### src/sgd_pkg.sv
// Constants, register map and state types of the gate-drive dead-time controller
package sgd_pkg;

  // ----------------------------------------------------------------
  // Bus and clock figures
  // ----------------------------------------------------------------
  localparam int          REG_AW          = 4;           // Register address width
  localparam int          REG_DW          = 16;          // Register data width
  localparam int          CLK_HZ          = 40_000_000;  // System clock rate
  localparam int          CLK_PERIOD_NS   = 1_000_000_000 / CLK_HZ; // Clock period in ns
  localparam int          DT_STEP_NS      = 4;           // Dead-time step per count
  localparam int          FSW_MIN_HZ      = 100_000;     // Lowest switching frequency
  localparam int          FSW_MAX_HZ      = 1_600_000;   // Highest switching frequency
  localparam logic [15:0] PERIOD_MIN_CYC  = 16'(CLK_HZ / FSW_MAX_HZ); // Shortest period
  localparam logic [15:0] PERIOD_MAX_CYC  = 16'(CLK_HZ / FSW_MIN_HZ); // Longest period

  // ----------------------------------------------------------------
  // Register offsets
  // ----------------------------------------------------------------
  localparam logic [3:0] OFS_PROT_CTL    = 4'h0;  // protection_enable_ctl
  localparam logic [3:0] OFS_TEST_CTL    = 4'h1;  // driver_test_control
  localparam logic [3:0] OFS_DT_HIGH     = 4'h2;  // dead_time_config, high side
  localparam logic [3:0] OFS_DT_LOW      = 4'h3;  // dead_time_config, low side
  localparam logic [3:0] OFS_PERIOD      = 4'h4;  // period_timer period
  localparam logic [3:0] OFS_DUTY        = 4'h5;  // High-side on count
  localparam logic [3:0] OFS_STATUS      = 4'h6;  // Flags and gate levels

  // ----------------------------------------------------------------
  // Field positions
  // ----------------------------------------------------------------
  localparam int BIT_DRV_STR   = 0;  // high_drive_strength_sel
  localparam int BIT_LDLY_BYP  = 1;  // low_delay_bypass
  localparam int BIT_HDLY_BYP  = 2;  // high_delay_bypass
  localparam int BIT_PULL_UP   = 3;  // sense_pull_up_en
  localparam int BIT_PULL_DN   = 4;  // sense_pull_down_en
  localparam int BIT_UV_TRIP   = 5;  // uv_trip_enable
  localparam int BIT_DRV_DIS   = 0;  // driver_disable_all
  localparam int BIT_HI_DIS    = 1;  // high_side_disable
  localparam int BIT_LO_DIS    = 2;  // low_side_disable
  localparam int BIT_RUN       = 3;  // period_timer run
  localparam int BIT_UV_FLAG   = 0;  // undervoltage_flag, write one to clear
  localparam int BIT_HI_GATE   = 1;  // High gate level
  localparam int BIT_LO_GATE   = 2;  // Low gate level
  localparam int BIT_TRIPPED   = 3;  // Undervoltage trip active
  localparam int DT_W          = 6;  // Dead-time count field width
  localparam int DC_W          = 4;  // Dead-time cycle counter width

  // ----------------------------------------------------------------
  // Reset values
  // ----------------------------------------------------------------
  localparam logic [15:0] RST_PERIOD = PERIOD_MAX_CYC;  // Slowest switching
  localparam logic [15:0] RST_DUTY   = 16'h0000;        // No high-side time
  localparam logic [5:0]  RST_DT     = 6'h00;           // No added delay

  // ----------------------------------------------------------------
  // Types
  // ----------------------------------------------------------------
  typedef enum logic [1:0] {G_LOW_ON, G_DEAD_HI, G_HIGH_ON, G_DEAD_LO} sgd_gate_e;

  typedef struct packed {
    logic uv_trip;    // Undervoltage trip enable
    logic pull_dn;    // Negative sense pull-down
    logic pull_up;    // Positive sense pull-up
    logic hdly_byp;   // High-side delay bypass
    logic ldly_byp;   // Low-side delay bypass
    logic drv_str;    // High-side 1A when set
  } sgd_prot_s;

  typedef struct packed {
    logic run;        // Period timer running
    logic lo_dis;     // Low side forced low
    logic hi_dis;     // High side forced low
    logic drv_dis;    // Whole driver off
  } sgd_test_s;

  typedef struct packed {
    sgd_prot_s         prot;      // Protection control bits
    sgd_test_s         test;      // Driver test bits
    logic [DT_W-1:0]   dt_high;   // High-side dead-time count
    logic [DT_W-1:0]   dt_low;    // Low-side dead-time count
    logic [15:0]       period;    // Period in clock cycles
    logic [15:0]       duty;      // High-side on cycles
    logic [15:0]       cnt;       // Period timer count
    logic              uv_flag;   // Sticky undervoltage flag
    sgd_gate_e         gate_st;   // Gate sequencer state
    logic [DC_W-1:0]   dead_cnt;  // Remaining dead cycles
    logic              hi_gate;   // High gate drive
    logic              lo_gate;   // Low gate drive
    logic [REG_DW-1:0] rd_data;   // Read answer
  } sgd_state_s;

  // Dead-time count to clock cycles, rounded up, at least one
  function automatic logic [DC_W-1:0] sgd_dt_cycles(input logic [DT_W-1:0] count);
    int ns;
    int cyc;
    ns  = int'(count) * DT_STEP_NS;
    cyc = (ns + CLK_PERIOD_NS - 1) / CLK_PERIOD_NS;
    if (cyc < 1)
    begin
      cyc = 1;
    end
    return DC_W'(cyc);
  endfunction

  // Keep period inside the legal frequency span
  function automatic logic [15:0] sgd_clamp_period(input logic [15:0] value);
    logic [15:0] res;
    res = value;
    if (value < PERIOD_MIN_CYC)
    begin
      res = PERIOD_MIN_CYC;
    end
    else if (value > PERIOD_MAX_CYC)
    begin
      res = PERIOD_MAX_CYC;
    end
    return res;
  endfunction

endpackage

### src/sgd_gate_ctrl.sv
// Synchronous buck gate-drive sequencer with dead time, disables and register port
//
// Contract
// - Dead time runs from fall to complementary rise
// - Separate high and low dead-time settings
// - Dead-time count steps are 4 ns
// - Each side has its own delay bypass
// - Whole-driver disable holds both gates low
// - Side disable forces only that gate low
// - Strength bit selects 1A set, 2A clear
// - Period timer sets 100 kHz to 1.6 MHz
// - Pull-up bit connects positive sense pull-up
// - Pull-down bit connects negative sense pull-down
// - Undervoltage trip holds gates low until cleared
//
// The implementer's own choices: the register addresses and the address-and-strobe port.
`timescale 1ns/10ps
module sgd_gate_ctrl
  import sgd_pkg::*;
(
  input  wire logic              clk_sys_in,         // System clock, 40 MHz
  input  wire logic              rst_in,             // Async reset, active high
  input  wire logic [REG_AW-1:0] addr_in,            // Register address
  input  wire logic [REG_DW-1:0] wr_data_in,         // Write data
  input  wire logic              wr_strobe_in,       // Write strobe
  input  wire logic              rd_strobe_in,       // Read strobe
  input  wire logic              uv_detect_in,       // Undervoltage comparator level
  output logic      [REG_DW-1:0] rd_data_out,        // Read data, cycle after strobe
  output logic                   high_side_gate_out, // High-side gate drive
  output logic                   low_side_gate_out,  // Low-side gate drive
  output logic                   phase_float_out,    // Switch node undriven by whole-driver disable only
  output logic                   high_drive_strength_sel_out, // 1A when high
  output logic                   sense_pull_up_en_out,        // Positive sense pull-up
  output logic                   sense_pull_down_en_out       // Negative sense pull-down
);

  // ----------------------------------------------------------------
  // State
  // ----------------------------------------------------------------
  sgd_state_s st;          // Registered state
  sgd_state_s next_st;     // Next state
  logic       kill_all;    // Both sides off
  logic       hi_ok;       // High side allowed
  logic       lo_ok;       // Low side allowed
  logic       pwm_req;     // Timer asks for high side
  logic       wr_sel;      // Write of any register
  logic       uv_clear;    // Firmware clears the flag

  // Drive and enable terms
  always_comb
  begin
    wr_sel   = wr_strobe_in;
    uv_clear = wr_sel && (addr_in == OFS_STATUS) && wr_data_in[BIT_UV_FLAG];
    kill_all = st.test.drv_dis || (st.prot.uv_trip && st.uv_flag);
    hi_ok    = !kill_all && !st.test.hi_dis;
    lo_ok    = !kill_all && !st.test.lo_dis;
    pwm_req  = st.test.run && (st.cnt < st.duty);
  end

  // ----------------------------------------------------------------
  // Next-state logic
  // ----------------------------------------------------------------
  always_comb
  begin
    next_st = st;
    // Register writes
    if (wr_sel)
    begin
      case (addr_in)
        // Protection bits
        OFS_PROT_CTL:
        begin
          next_st.prot = sgd_prot_s'(wr_data_in[5:0]);
        end
        // Driver test bits
        OFS_TEST_CTL:
        begin
          next_st.test = sgd_test_s'(wr_data_in[3:0]);
        end
        OFS_DT_HIGH:
        begin
          next_st.dt_high = wr_data_in[DT_W-1:0];
        end
        OFS_DT_LOW:
        begin
          next_st.dt_low = wr_data_in[DT_W-1:0];
        end
        OFS_PERIOD:
        begin
          next_st.period = sgd_clamp_period(wr_data_in);
        end
        // High-side on time
        OFS_DUTY:
        begin
          next_st.duty = wr_data_in;
        end
        // Status and unmapped writes store nothing here
        default:
        begin
          next_st.duty = st.duty;
        end
      endcase
    end

    next_st.uv_flag = uv_detect_in || (st.uv_flag && !uv_clear);

    // period timer wraps at period
    // New period checked so a shorter write never strands the count
    if (!st.test.run)
    begin
      next_st.cnt = 16'h0000;
    end
    else if (st.cnt >= 16'(next_st.period - 16'h0001))
    begin
      next_st.cnt = 16'h0000;
    end
    else
    begin
      next_st.cnt = 16'(st.cnt + 16'h0001);
    end

    case (st.gate_st)
      // Low side conducting
      G_LOW_ON:
      begin
        if (pwm_req)
        begin
          if (st.prot.hdly_byp)
          begin
            next_st.gate_st = G_HIGH_ON;
          end
          else
          begin
            // high delay in 4 ns steps
            next_st.gate_st  = G_DEAD_HI;
            next_st.dead_cnt = sgd_dt_cycles(st.dt_high);
          end
        end
      end
      // Waiting before high rises
      G_DEAD_HI:
      begin
        if (!pwm_req)
        begin
          next_st.gate_st = G_LOW_ON;
        end
        else if (st.dead_cnt <= 4'h1)
        begin
          next_st.gate_st = G_HIGH_ON;
        end
        else
        begin
          next_st.dead_cnt = 4'(st.dead_cnt - 4'h1);
        end
      end
      // High side conducting
      G_HIGH_ON:
      begin
        if (!pwm_req)
        begin
          if (st.prot.ldly_byp)
          begin
            next_st.gate_st = G_LOW_ON;
          end
          else
          begin
            // low delay in 4 ns steps
            next_st.gate_st  = G_DEAD_LO;
            next_st.dead_cnt = sgd_dt_cycles(st.dt_low);
          end
        end
      end
      // Waiting before low rises
      G_DEAD_LO:
      begin
        if (pwm_req)
        begin
          next_st.gate_st = G_HIGH_ON;
        end
        else if (st.dead_cnt <= 4'h1)
        begin
          next_st.gate_st = G_LOW_ON;
        end
        else
        begin
          next_st.dead_cnt = 4'(st.dead_cnt - 4'h1);
        end
      end
      // Recover to safe state
      default:
      begin
        next_st.gate_st = G_LOW_ON;
      end
    endcase

    // one state, one gate at most
    next_st.hi_gate = (next_st.gate_st == G_HIGH_ON) && hi_ok;
    next_st.lo_gate = (next_st.gate_st == G_LOW_ON) && lo_ok;

    // Read answer, only in the cycle after the strobe
    next_st.rd_data = '0;
    if (rd_strobe_in)
    begin
      case (addr_in)
        // Control registers
        OFS_PROT_CTL: next_st.rd_data = REG_DW'(st.prot);
        OFS_TEST_CTL: next_st.rd_data = REG_DW'(st.test);
        OFS_DT_HIGH:  next_st.rd_data = REG_DW'(st.dt_high);
        OFS_DT_LOW:   next_st.rd_data = REG_DW'(st.dt_low);
        OFS_PERIOD:   next_st.rd_data = st.period;
        OFS_DUTY:     next_st.rd_data = st.duty;
        // Live status
        OFS_STATUS:
        begin
          next_st.rd_data[BIT_UV_FLAG] = st.uv_flag;
          next_st.rd_data[BIT_HI_GATE] = st.hi_gate;
          next_st.rd_data[BIT_LO_GATE] = st.lo_gate;
          next_st.rd_data[BIT_TRIPPED] = st.prot.uv_trip && st.uv_flag;
        end
        // Unmapped reads zero
        default: next_st.rd_data = '0;
      endcase
    end
  end

  // ----------------------------------------------------------------
  // State register
  // ----------------------------------------------------------------
  always_ff @(posedge clk_sys_in or posedge rst_in)
  begin
    if (rst_in)
    begin
      st          <= '0;
      st.period   <= RST_PERIOD;
      st.duty     <= RST_DUTY;
      st.dt_high  <= RST_DT;
      st.dt_low   <= RST_DT;
      st.gate_st  <= G_LOW_ON;
    end
    else
    begin
      st <= next_st;
    end
  end

  // ----------------------------------------------------------------
  // Outputs
  // ----------------------------------------------------------------
  // undriven node follows disable
  always_comb
  begin
    rd_data_out                 = st.rd_data;
    high_side_gate_out          = st.hi_gate;
    low_side_gate_out           = st.lo_gate;
    phase_float_out             = st.test.drv_dis;
    high_drive_strength_sel_out = st.prot.drv_str;
    sense_pull_up_en_out        = st.prot.pull_up;
    sense_pull_down_en_out      = st.prot.pull_dn;
  end

  // ----------------------------------------------------------------
  // Assertions
  // ----------------------------------------------------------------
  property p_no_overlap;
    @(posedge clk_sys_in) disable iff (rst_in)
    !(high_side_gate_out && low_side_gate_out);
  endproperty
  a_no_overlap: assert property (p_no_overlap)
    else $error("both gates high");

  property p_drv_dis;
    @(posedge clk_sys_in) disable iff (rst_in)
    st.test.drv_dis |=> (!high_side_gate_out && !low_side_gate_out
                         && phase_float_out == st.test.drv_dis);
  endproperty
  a_drv_dis: assert property (p_drv_dis)
    else $error("gate high while driver disabled");

  property p_hi_dis;
    @(posedge clk_sys_in) disable iff (rst_in)
    (st.test.hi_dis && !kill_all && next_st.gate_st == G_LOW_ON && !st.test.lo_dis)
      |=> (!high_side_gate_out && low_side_gate_out);
  endproperty
  a_hi_dis: assert property (p_hi_dis)
    else $error("high disable did not act alone");

  property p_uv_trip;
    @(posedge clk_sys_in) disable iff (rst_in)
    (st.prot.uv_trip && st.uv_flag) |=> (!high_side_gate_out && !low_side_gate_out);
  endproperty
  a_uv_trip: assert property (p_uv_trip)
    else $error("gate high during undervoltage trip");

  property p_uv_set_wins;
    @(posedge clk_sys_in) disable iff (rst_in)
    uv_detect_in |=> st.uv_flag;
  endproperty
  a_uv_set_wins: assert property (p_uv_set_wins)
    else $error("undervoltage event lost");

  property p_dead_load;
    @(posedge clk_sys_in) disable iff (rst_in)
    (st.gate_st == G_HIGH_ON && !pwm_req && !st.prot.ldly_byp)
      |=> (st.gate_st == G_DEAD_LO && st.dead_cnt == sgd_dt_cycles($past(st.dt_low)));
  endproperty
  a_dead_load: assert property (p_dead_load)
    else $error("low dead time loaded wrong");

  property p_bypass;
    @(posedge clk_sys_in) disable iff (rst_in)
    (st.gate_st == G_LOW_ON && pwm_req && st.prot.hdly_byp) |=> st.gate_st == G_HIGH_ON;
  endproperty
  a_bypass: assert property (p_bypass)
    else $error("high bypass still delayed");

  property p_dead_end;
    @(posedge clk_sys_in) disable iff (rst_in)
    (st.gate_st == G_DEAD_HI && pwm_req && st.dead_cnt == 4'h1 && hi_ok)
      |=> (st.gate_st == G_HIGH_ON && $rose(high_side_gate_out));
  endproperty
  a_dead_end: assert property (p_dead_end)
    else $error("high did not rise after dead time");

  property p_dt_indep;
    @(posedge clk_sys_in) disable iff (rst_in)
    (wr_strobe_in && addr_in == OFS_DT_HIGH) |=> $stable(st.dt_low);
  endproperty
  a_dt_indep: assert property (p_dt_indep)
    else $error("high dead-time write changed low setting");

  property p_period_range;
    @(posedge clk_sys_in) disable iff (rst_in)
    (st.period >= PERIOD_MIN_CYC && st.period <= PERIOD_MAX_CYC && st.cnt < st.period);
  endproperty
  a_period_range: assert property (p_period_range)
    else $error("period timer out of range");

  property p_strength;
    @(posedge clk_sys_in) disable iff (rst_in)
    (wr_strobe_in && addr_in == OFS_PROT_CTL)
      |=> (high_drive_strength_sel_out == $past(wr_data_in[BIT_DRV_STR])
           && sense_pull_up_en_out == $past(wr_data_in[BIT_PULL_UP])
           && sense_pull_down_en_out == $past(wr_data_in[BIT_PULL_DN]));
  endproperty
  a_strength: assert property (p_strength)
    else $error("strength or pull bit not applied");

endmodule

### config.mk
export PLATFORM = sky130hd
export DESIGN_NAME = sgd_gate_ctrl
export DESIGN_NICKNAME = d
export VERILOG_FILES = /design/src/sgd_pkg.sv /design/src/sgd_gate_ctrl.sv
export SDC_FILE = /design/constraint.sdc
export NUM_CORES = 1
export LEC_CHECK = 0
export BUFFER_PORTS_ARGS = -buffer_cell sky130_fd_sc_hd__clkbuf_2
export CORE_MARGIN = 3
export CORE_UTILIZATION = 40
export DETAILED_ROUTE_END_ITERATION = 8
export PLACE_DENSITY = 0.66
export SLEW_MARGIN = 20
export SYNTH_ARGS = -nofsm -noshare
export SYNTH_HDL_FRONTEND = slang
export SYNTH_SLANG_ARGS = --single-unit
### constraint.sdc
create_clock -name clk_sys_in -period 5.7 [get_ports clk_sys_in]
set_input_delay 0.855 -clock clk_sys_in [delete_from_list [all_inputs] [get_ports clk_sys_in]]
set_output_delay 0.855 -clock clk_sys_in [all_outputs]
set_load 0.1 [all_outputs]
# Yosys cells after proc, flatten, opt, wreduce, memory -nomap -nowiden
# Index checks and enable logic that the tools add are counted.
[word_totals]
latch_bits = 0
rom_bits = 0
n_memories = 0
elab_cells = 103
ff_bits = 95
out_inout_bits = 22
mem_bits_rw = 0
[op_classes]
n_mux = 26
n_addsub = 7
bitwise_logic = 0
eq_ne = 16
n_lt_le_gt_ge = 7
div = 2
reduce_logical = 24
multipliers = 0
n_shift = 0
[op_table]
columns = ["cell", "count"]
rows = [
  ["2-to-1 mux 16 bit", 7],
  ["divider 32 x 6 -> 32 bit (second input constant)", 2],
  ["less-than comparator 32 x 2 -> 1 bit (second input constant)", 2],
  ["one-hot mux 12 bit (5 select lines)", 1],
  ["2-to-1 mux 32 bit", 1],
  ["2-to-1 mux 4 bit", 7],
  ["one-hot mux 4 bit (7 select lines)", 1],
  ["one-hot mux 6 bit (4 select lines)", 1],
  ["subtractor 9 x 1 -> 10 bit (second input constant)", 2],
  ["adder 8 x 5 -> 9 bit (second input constant)", 2],
  ["adder 16 x 1 -> 16 bit (second input constant)", 1],
  [">= comparator 16 bit", 1],
  ["> comparator 16 x 9 -> 1 bit (second input constant)", 1],
  ["less-than comparator 16 bit", 1],
  ["less-than comparator 16 x 5 -> 1 bit (second input constant)", 1],
  ["subtractor 16 x 1 -> 16 bit (second input constant)", 1],
  ["== test 4 x 3 -> 1 bit (second input constant)", 3],
  ["2-to-1 mux 2 bit", 6],
  ["2-to-1 mux 6 bit", 2],
  ["!= test 2 bit (second input constant)", 6],
  ["AND reduction 2 bit", 5],
  ["logical AND 1 bit", 9],
  ["== test 4 x 2 -> 1 bit (second input constant)", 2],
  ["== test 2 bit (second input constant)", 3],
  ["other kinds (9)", 14],
]

# Depth between registers and ports, before layout
# Gate-level depths: netlist of run 1.
[logic_depth]
word_depth = 10
mapped_depth = 30
depth_no_buf = 28

# Worst setup path after synthesis of run 1
# Ideal clock, no wire load.
[synth_timing]
kind = "input to register"
start = "in wr_data_in[12]"
end = "reg st[31] (netlist bit)"
path_stages = 18
required_ns = 5.614
arrival_ns = 4.720
slack_ns = 0.893
path_cell_list = "or4_1 or2_1 clkbuf_1 nor4_2 a22oi_1 ha_1 ha_1 a21o_1 a21o_1 a21o_1 a21o_1 a21o_1 a21o_1 a21oi_1 o211ai_1 o2111a_1 clkbuf_1 nor3_1"
[synth_rtl]
columns = ["item", "line", "source"]
rows = [
  ["start: declaration", "sgd_gate_ctrl.sv:24", "input wire logic [REG_DW-1:0] wr_data_in,"],
  ["end signal: assignment", "sgd_gate_ctrl.sv:242", "st <= next_st;"],
  ["end: declaration", "sgd_gate_ctrl.sv:40", "sgd_state_s st;"],
]

# Worst setup path in the final report of run 1
[layout_timing]
start = "reg st[81] (netlist bit)"
end = "reg st[18] (netlist bit)"
[layout_via]
elab_chain_cells = 8
[layout_lines]
columns = ["item", "line", "source"]
rows = [
  ["adder 8 x 5 -> 9 bit *", "sgd_pkg.sv:97", "cyc = (ns + CLK_PERIOD_NS - 1) / CLK_PERIOD_NS;"],
  ["subtractor 9 x 1 -> 10 bit *", "sgd_pkg.sv:97", ""],
  ["divider 32 x 6 -> 32 bit *", "sgd_pkg.sv:97", ""],
  ["less-than comparator 32 x 2 -> 1 bit", "sgd_pkg.sv:98", "if (cyc < 1)"],
  ["2-to-1 mux 4 bit *", "sgd_pkg.sv:98", ""],
  ["2-to-1 mux 4 bit *", "sgd_gate_ctrl.sv:128", "if (st.prot.hdly_byp)"],
  ["2-to-1 mux 6 bit *", "sgd_gate_ctrl.sv:126", "if (pwm_req)"],
  ["one-hot mux 6 bit (4 select lines) *", "sgd_gate_ctrl.sv:122", "case (st.gate_st)"],
]
# Every way passes the cells marked *; elsewhere a longest branch is shown, timed or not. The select of a mux whose other input is x is not followed.
# A chain may end at the register's enable or synchronous reset.

==> results by stage, run 1 <==
Status:
- The run finished with clean final reports.

Clock network:
- The clock tree from TritonCTS is built.
- The H-tree level count is 3.
- The number of gates given a new drive strength after cts is 0.
- The clock root buffer is clkbuf_16.
- The quantity of hold-fixing buffers added after cts is 0.
- Counting the buffers created by CTS gives 9.
- The clock sink count is 95.
- The buffer depth of the longest clock path is 2.
- The clock latency of the later-clocked register in the worst-skew pair is 350 ps.
- The number of setup buffers added after CTS is 0.
- The clock slew seen by the registers of the worst setup and hold paths is approximately 70 ps.

Detailed routing:
- For this run, design rule violations remaining after detail routing come to 0.
- The iteration count of the initial detailed-routing pass is 5.
- The via total after detailed routing is 5956.
- Using the TritonRoute via totals, the vias-per-cell ratio works out to 5.662.
- For this block, the routed nets add up to 18310 µm of wire.
- In this run, the number of DRC markers left after iteration 0 of detailed routing was 589.
- In the final routing, the length of wire on met1 measures 8995 µm.
- The highest metal layer with signal wires is met4.
- Wire segments on met2 add up to 8211 µm in the final route.
- The routed design uses around 660 µm of met3 wire.
- The remaining antenna violation count is 0.
- The routed length per placed instance is 17.40 µm.

Die:
- The placeable core region is 0.01754 mm².
- The die covers 0.01980 mm².
- The width of the chip is around 140 µm.
- The die boundary height is 140.7 µm.
- The cell row count is 48.
- The initial core utilization is 0.4139.
- The I/O pin count is 47.

Cells and area:
- The finished layout holds 1052 standard cells, fillers aside.
- The library cell used most frequently in the layout, excluding fill and tap cells, is dfrtp_1.
- After the last flow step, the layout net total stands at 893.
- The number of fill cells is ~1700.
- The share of the core filled with cells in the final layout is 0.4483.
- Of the cells placed in the final design, the portion with a size suffix greater than 1 is 0.1717.
- The count of antenna diodes in the layout is 0.
- The library cells used most frequently in the layout, excluding fill and tap cells, are dfrtp_1, nand2_1, nor2_1, ha_1, clkbuf_2.
- With fillers left out, the area of the finished cells amounts to between 0.007 and 0.008 mm².
- The growth of design area from synthesis to finish is 8.326%.

Logic synthesis:
- The number of synthesized register bits is 95.
- For this run, the number of Yosys warnings is 0.
- The net count of the mapped netlist is 881.
- Summing every instance area after synthesis gives 0.007258 mm².
- The most instantiated flip-flop cell in the synthesis netlist is dfrtp_1.
- The async set or reset register ratio after synthesis is 1.000.
- The sequential area share after synthesis is 0.3280.
- The unique cell type count in the Yosys netlist is 90.
- The synthesized area per cell is 8.961 µm².
- The number of synthesized flops with an enable pin is 0.
- In the synthesized netlist, the number of instances is between 800 and 900.

GRT:
- The total global routing track utilization is 0.1836.
- The global-route congestion overflow total is 0.
- The global-route wire length before repair is 29760 µm.
- The maximum number of pins on one net before global-route repair is 76.
- The initial antenna violation count is 0.
- The via count of the first global-routing pass is 5572.

Power:
- For this design the total switching power over the nets is 1.281 mW.
- The share of total power in combinational logic is 0.477.
- Across the VDD grid, the largest voltage drop is 0.2941 mV.
- Summed over all cells, the static leakage comes to ~3.6 nW.
- Of the total power, the clock network draws 0.217.
- The internal power of the cells is 1.754 mW.
- Of the total power, registers draw 0.306.
- Of the total power, the share spent switching nets is 0.4220.
- Dividing total power by cell area gives a power density of roughly 390 mW/mm².

Setup path:
- In this run the worst setup path begins at st[81].
- In this run the critical register-to-register path is launched from st[81].
- At the worst endpoint, the required time is 5920 ps.
- The startpoint class of the critical path is a flop.
- The worst setup path is of the flop to flop kind.
- The largest fanout on the critical path is 9.
- The arrival time of the worst setup path is roughly 5500 ps.
- Across all register-to-register paths, the minimum setup slack is around 370 ps.
- The cell depth of the worst flop-to-flop path is 27.
- STA classifies the critical path endpoint as a flop.

STA:
- The ratio of final minimum period to clock period is 0.9344.
- Setup violations remaining at the end of the flow were counted as 0.
- In the post-route analysis, the smallest setup slack over all paths is 373.7 ps.
- The worst clock skew is 10.34 ps.
- Setup repair after global routing left no endpoint under its margin.
- The clock period minus worst slack is ~5300 ps.
- Derived from the worst setup path, the maximum achievable clock frequency is 187.7 MHz.
- At the pin with the least slew margin, the transition time is 1073 ps.
- The relative slew slack is 0.2808.
- The setup total negative slack is 0 ps.
- The max-slew violation count came to 0.
- The number of hold-slack violations in the final timing report is 0.

Place:
- Once placement completed, the tool counted placed cells totaling 1035.
- The placer's final routability congestion estimate is 0.9023.
- The half-perimeter wire length after detailed placement is 13820 µm.
- During placement, the flow inserted port buffers numbering 46.
- OpenSTA, run right after detailed placement, puts the worst setup slack at approximately 390 ps.
- After detailed placement, the total cell area comes to approximately 0.0075 mm².

Job:
- The tool flagged a number of max-cap violations equal to 0.

Hold path:
- The class of the tightest hold or removal check is primary input to async pin.
flip-flops by register name (all words and copies together), names as in the netlist:
register / cells
sense_pull_up_en_out: 1
phase_float_out: 1
high_drive_strength_sel_out: 1
st: 73
sense_pull_down_en_out: 1
low_side_gate_out: 1
high_side_gate_out: 1
rd_data_out: 16
metal layers:
metal | vias to the layer above | global-route usage
met3 | 25 | 0.03290
met4 | 0 | 0.05099
met5 | - | 0
met2 | 138 | 0.2777
met1 | 2856 | 0.2701
li1 | 2937 | -
Yosys cell counts (6+ instances only):
cell type | instances | area (µm²)
nor3b_1 | 7 | 52.55
o211ai_1 | 9 | 67.56
or3_1 | 8 | 50.05
o22ai_1 | 11 | 68.82
mux2_2 | 37 | 416.7
nor3_1 | 29 | 145.1
o21ai_0 | 25 | 125.1
nor2_1 | 62 | 232.7
nor2b_1 | 8 | 50.05
inv_1 | 43 | 161.4
xor2_1 | 20 | 175.2
nand3_1 | 29 | 145.1
o31ai_1 | 6 | 45.04
clkbuf_1 | 19 | 71.32
a22oi_1 | 16 | 120.1
nand2_1 | 71 | 266.5
and3_1 | 9 | 56.30
nand3b_1 | 6 | 45.04
a21o_1 | 19 | 142.6
buf_4 | 19 | 142.6
ha_1 | 46 | 575.6
dfrtp_1 | 92 | 2302
buf_2 | 13 | 65.06
and2_1 | 12 | 75.07
nand2b_1 | 8 | 50.05
mux2i_1 | 13 | 130.1
a21oi_1 | 35 | 175.2
xnor2_1 | 21 | 183.9
area by class of cell:
| class | instances | area (µm²) | area share |
|---|---|---|---|
| clock buffers | 11 | 232.7 | 0.02960 |
| multi-input cells | 617 | 4408 | 0.5606 |
| repair buffers | 56 | 305.3 | 0.03883 |
| well taps | 225 | 281.5 | 0.03581 |
| clock inverters | 5 | 90.09 | 0.01146 |
| flip-flops and latches | 95 | 2381 | 0.3028 |
| inverters | 43 | 163.9 | 0.02085 |
worst paths after layout:
kind                                      end
max                                    st[18]
min                                    st[74]
max reg2reg                            st[18]
min reg2reg                high_side_gate_out
max in group asynchronous              st[35]
min in group clk_sys_in    high_side_gate_out
critical path, cell delays in order, from the launching register on:
cell	delay, ps
dfrtp_1	530
inv_1	80
ha_1	390
nor2b_1	200
nand2_1	80
a21oi_1	160
a311oi_1	80
ha_1	340
and3b_1	210
nor3_2	300
o21ai_1	190
nand2_1	130
inv_1	70
ha_1	180
nand2_1	80
nor2_1	50
a221oi_1	380
a21boi_1	160
a21o_1	300
nand2_1	100
o21ai_0	90
ha_1	250
nor2_1	130
mux2i_1	100
xor2_1	180
a2bb2oi_1	130
o21ai_0	200
o2111ai_1	130
cell families after synthesis:
group / share of synthesized area
mux: 0.07688
fa+ha+maj: 0.07930
xor+xnor: 0.05482
compound gates: 0.1891
simple gates: 0.2065
flops: 0.3280
buf+inv: 0.06533
per-stage QoR:
step / hold slack, ps / power [mW]
after floorplan: 425.5 / 2.097
after global placement: 447.9 / 2.350
after detailed placement: 457.8 / 2.371
after CTS: 450.4 / 3.038
after global routing: 454.6 / 3.254
final: 441.4 / 3.035
power by group through the flow:
stage	Clock, mW	Combinational, mW	Sequential [mW]
floorplan	0	1.17	0.924
global placement	0	1.41	0.937
detailed placement	0	1.43	0.938
CTS	0.671	1.44	0.926
global route	0.703	1.61	0.946
finish	0.659	1.45	0.928
Power figures use the tool's default switching activity.
==> inputs of run 2 (changes only) <==
Settings changed: CORE_UTILIZATION 40 to 60, PLACE_DENSITY 0.66 to 0.88.
==> run 2 against run 1 <==
  * Via count grew 4.2%
  * Combinational power is essentially flat
  * Final cell count shrank 8.2%
  * Clock-buffer cell count shrank 1
  * Routed wire length shrank 2.6%
  * Worst hold slack gained 13 ps
  * Sequential share of layout area grew 0.52 points
  * Power shrank 0.28%
  * Setup slack gained 190 ps
  * Die area shrank 32%
  * Maximum frequency grew 3.6%
  * Critical path type unchanged
  * Critical endpoint unchanged
  * Largest power group unchanged
==> results by stage, run 2 (synthesized netlist as in run 1, its figures left out) <==
Setup path:
- The kind of critical path is flop to flop (unchanged).
- The largest delay contributor family on the critical path is simple AND/OR/NAND/NOR gates (was compound AO/OA/AOI/OAI gates).
- The cell occurring most often along the worst timing path is ha_1.
- The critical path launch point is st[75] (was st[81]).
- The data required time at the worst endpoint is 5920 ps (about the same).
- The delay of the slowest critical-path stage came to 540 ps (was 530 ps).
- The start of the worst register-to-register path is st[75] (was st[81]).
- The largest fanout on the critical path is 10 (was 9).
- The signal on the critical path passes through inv_1 -> ha_1 -> nor2b_1 -> a22o_1 -> a311oi_1 -> ha_1 -> nand3b_1 -> a21oi_1 -> and3_1 -> nand3b_1 -> inv_1 -> ha_1 -> a21oi_1 -> o211ai_1 -> and3_1 -> or4_4 -> a2111oi_2 -> nor4_2 -> nor2_1 -> o2111ai_1.
- The arrival time of the worst setup path is 5360 ps (was 5540 ps).
- The critical path buffer and inverter count was 2 (unchanged).
- The cell with the largest stage delay on the worst path is dfrtp_1 (unchanged).
- The nature of the critical path endpoint was a flop (unchanged).
- The startpoint class of the critical path is a flop (unchanged).

Clock network:
- The buffer depth of the longest clock path was 2 (unchanged).
- The clock latency of the later-clocked register in the worst-skew pair is 360 ps (was 350 ps).
- The setup fix buffers added after clock tree synthesis is 0 (unchanged).
- The clock tree from TritonCTS was built (unchanged).
- The clock slew seen by the registers of the worst setup and hold paths was 70 ps (about the same).
- The number of buffers inserted during clock tree synthesis is 9 (unchanged).
- The clock root buffer is clkbuf_16 (unchanged).
- The clock sink count is 95 (unchanged).
- The H-tree level count is 3 (unchanged).

GRT:
- The global-route wire length before repair was 28630 µm (was 29760 µm).
- The maximum number of pins on one net before global-route repair is 72 (was 76).
- The global-route congestion overflow total came to 0 (unchanged).
- The initial antenna violation count was 0 (unchanged).
- The via count of the first global-routing pass is 5922 (was 5572).
- The total global routing track utilization is 0.2671 (was 0.1836).

STA:
- The final hold slack is 454.5 ps (was 441.4 ps).
- The number of hold-slack violations in the final timing report was 0 (unchanged).
- The slew at the pin closest to its max-slew limit came to 951.4 ps (was 1073 ps).
- The clock period minus worst slack is 5140 ps (was 5326 ps).
- The relative slew slack is 0.3609 (was 0.2808).
- The worst clock skew is 9.375 ps (was 10.34 ps).
- The max-slew violation count is 0 (unchanged).
- The final setup violation count was 0 (unchanged).
- Unrepaired setup endpoints after global routing: no (unchanged).
- The ratio of final minimum period to clock period is 0.9018 (was 0.9344).
- The setup total negative slack is 0 ps (unchanged).
- The fmax was 194.5 MHz (was 187.7 MHz).

Job:
- The total of max-cap violations is 0 (unchanged).

Detailed routing:
- The wire length on met2 is 8703 µm (was 8211 µm).
- The routed length per placed instance is 18.45 µm (was 17.40 µm).
- The DRC marker count from the first detailed-route iteration was 639 (was 589).
- The met3 wire length is 1170 µm (was 661 µm).
- The via total after detailed routing is 6204 (was 5956).
- The number of remaining DRC errors came to 0 (unchanged).
- The detailed-route wire length is 17820 µm (was 18310 µm).
- The met1 wire length is 7280 µm (was 8995 µm).
- The vias per cell is 6.422 (was 5.662).
- The iteration count of the initial detailed-routing pass came to 5 (unchanged).
- The highest metal layer with signal wires is met4 (unchanged).
- The remaining antenna violation count is 0 (unchanged).

Hold path:
- The class of the tightest hold or removal check is primary input to async pin (unchanged).

Die:
- The placeable core region is 0.01161 mm² (was 0.01754 mm²).
- The cell row count was 39 (was 48).
- The die boundary height is 116.0 µm (was 140.7 µm).
- The I/O pin count is 47 (unchanged).
- The full die area is 0.01345 mm² (was 0.01980 mm²).
- The width of the chip was 116.0 µm (was 140.7 µm).
- The initial core utilization is 0.6250 (was 0.4139).

Place:
- The half-perimeter wire length after detailed placement came to 12950 µm (was 13820 µm).
- The placer's final routability congestion estimate is 0.9276 (was 0.9023).
- The total placed cells including tap cells is 949 (was 1035).
- The number of port buffers is 46 (unchanged).

Cells and area:
- The number of flip-flops in the largest register is 73 (unchanged).
- The count of placed standard cells in the final layout, fillers left out is 966 (was 1052).
- The number of nets at the end of the flow is 889 (was 893).
- The growth of design area from synthesis to finish is 6.568% (was 8.326%).
- The commonest non-fill, non-tap cell in the layout is dfrtp_1 (unchanged).
- The number of fill cells is 899 (was 1717).
- The count of antenna diodes in the layout is 0 (unchanged).
- The total area of sequential cells was 0.002382 mm² (was 0.002381 mm²).
- The layout cell share with drive strength beyond 1 came to 0.1701 (was 0.1717).
- The area of combinational cells with multiple inputs is 0.004409 mm² (was 0.004408 mm²).
- Commonest non-fill, non-tap cells in the layout: dfrtp_1, nand2_1, nor2_1, ha_1, clkbuf_2 (unchanged).
- The largest register by flop count was st (unchanged).

Power:
- The total power draw is 3.027 mW (was 3.035 mW).
- The power density over the cells is 391.3 mW/mm² (was 386.0 mW/mm²).
- The part of the power in registers is 0.309 (was 0.306).
- The switching power as a share of total power is 0.4306 (was 0.4220).
- The share of total power in combinational logic is 0.475 (was 0.477).
- The static leakage is 3.603 nW (was 3.617 nW).
- The clock power share is 0.215 (was 0.217).
- The switching power is 1.303 mW (was 1.281 mW).
- The maximum vdd ir drop came to 0.2380 mV (was 0.2941 mV).
- The internal power of the cells is 1.723 mW (was 1.754 mW).

Status:
- Outcome: finished, final reports clean (unchanged).
-- run 2: cell type report --
class,instances,share of cell area
multi-input cells,617,0.5700
flip-flops and latches,95,0.3080
repair buffers,52,0.03559
clock buffers,10,0.03090
well taps,143,0.02313
inverters,43,0.02119
clock inverters,6,0.01116
-- run 2: worst paths after layout --
| kind | to | slack, ps | cells after the start |
|---|---|---|---|
| max reg2reg | st[18] | 560 | 20 |
| max in group asynchronous | rd_data_out[15] | 4060 | 3 |
| min reg2reg | high_side_gate_out | 470 | 1 |
| min in group clk_sys_in | high_side_gate_out | 470 | 1 |
| min | rd_data_out[3] | 450 | 2 |
| max | st[18] | 560 | 20 |
-- run 2: power groups by stage --
stage	clock [mW]	combinational, mW	sequential, mW
after floorplan	0	1.17	0.924
after global placement	0	1.37	0.937
after detailed placement	0	1.41	0.944
after CTS	0.660	1.42	0.931
after global routing	0.680	1.58	0.953
final	0.651	1.44	0.937
-- run 2: metrics by stage --
step	util	setup slack (ps)	instance area, µm²
global route	0.6660	0.3788	7735
detailed placement	0.6367	428.0	7395
floorplan	-	893.5	7258
global placement	0.6367	660.4	7395
CTS	0.6647	402.3	7720
finish	0.6660	559.8	7735
-- run 2: timing repair --
action | 4_1_cts | 5_1_grt
hold buffers | 0 | 0
endpoints found under the setup margin | 0 | 2
resized for setup | 0 | 2
-- run 2: routing by layer --
| layer | GRT usage | vias up |
|---|---|---|
| li1 | - | 2937 |
| met1 | 0.3356 | 2932 |
| met2 | 0.4461 | 279 |
| met3 | 0.05379 | 56 |
| met4 | 0.1191 | 0 |
| met5 | 0 | - |
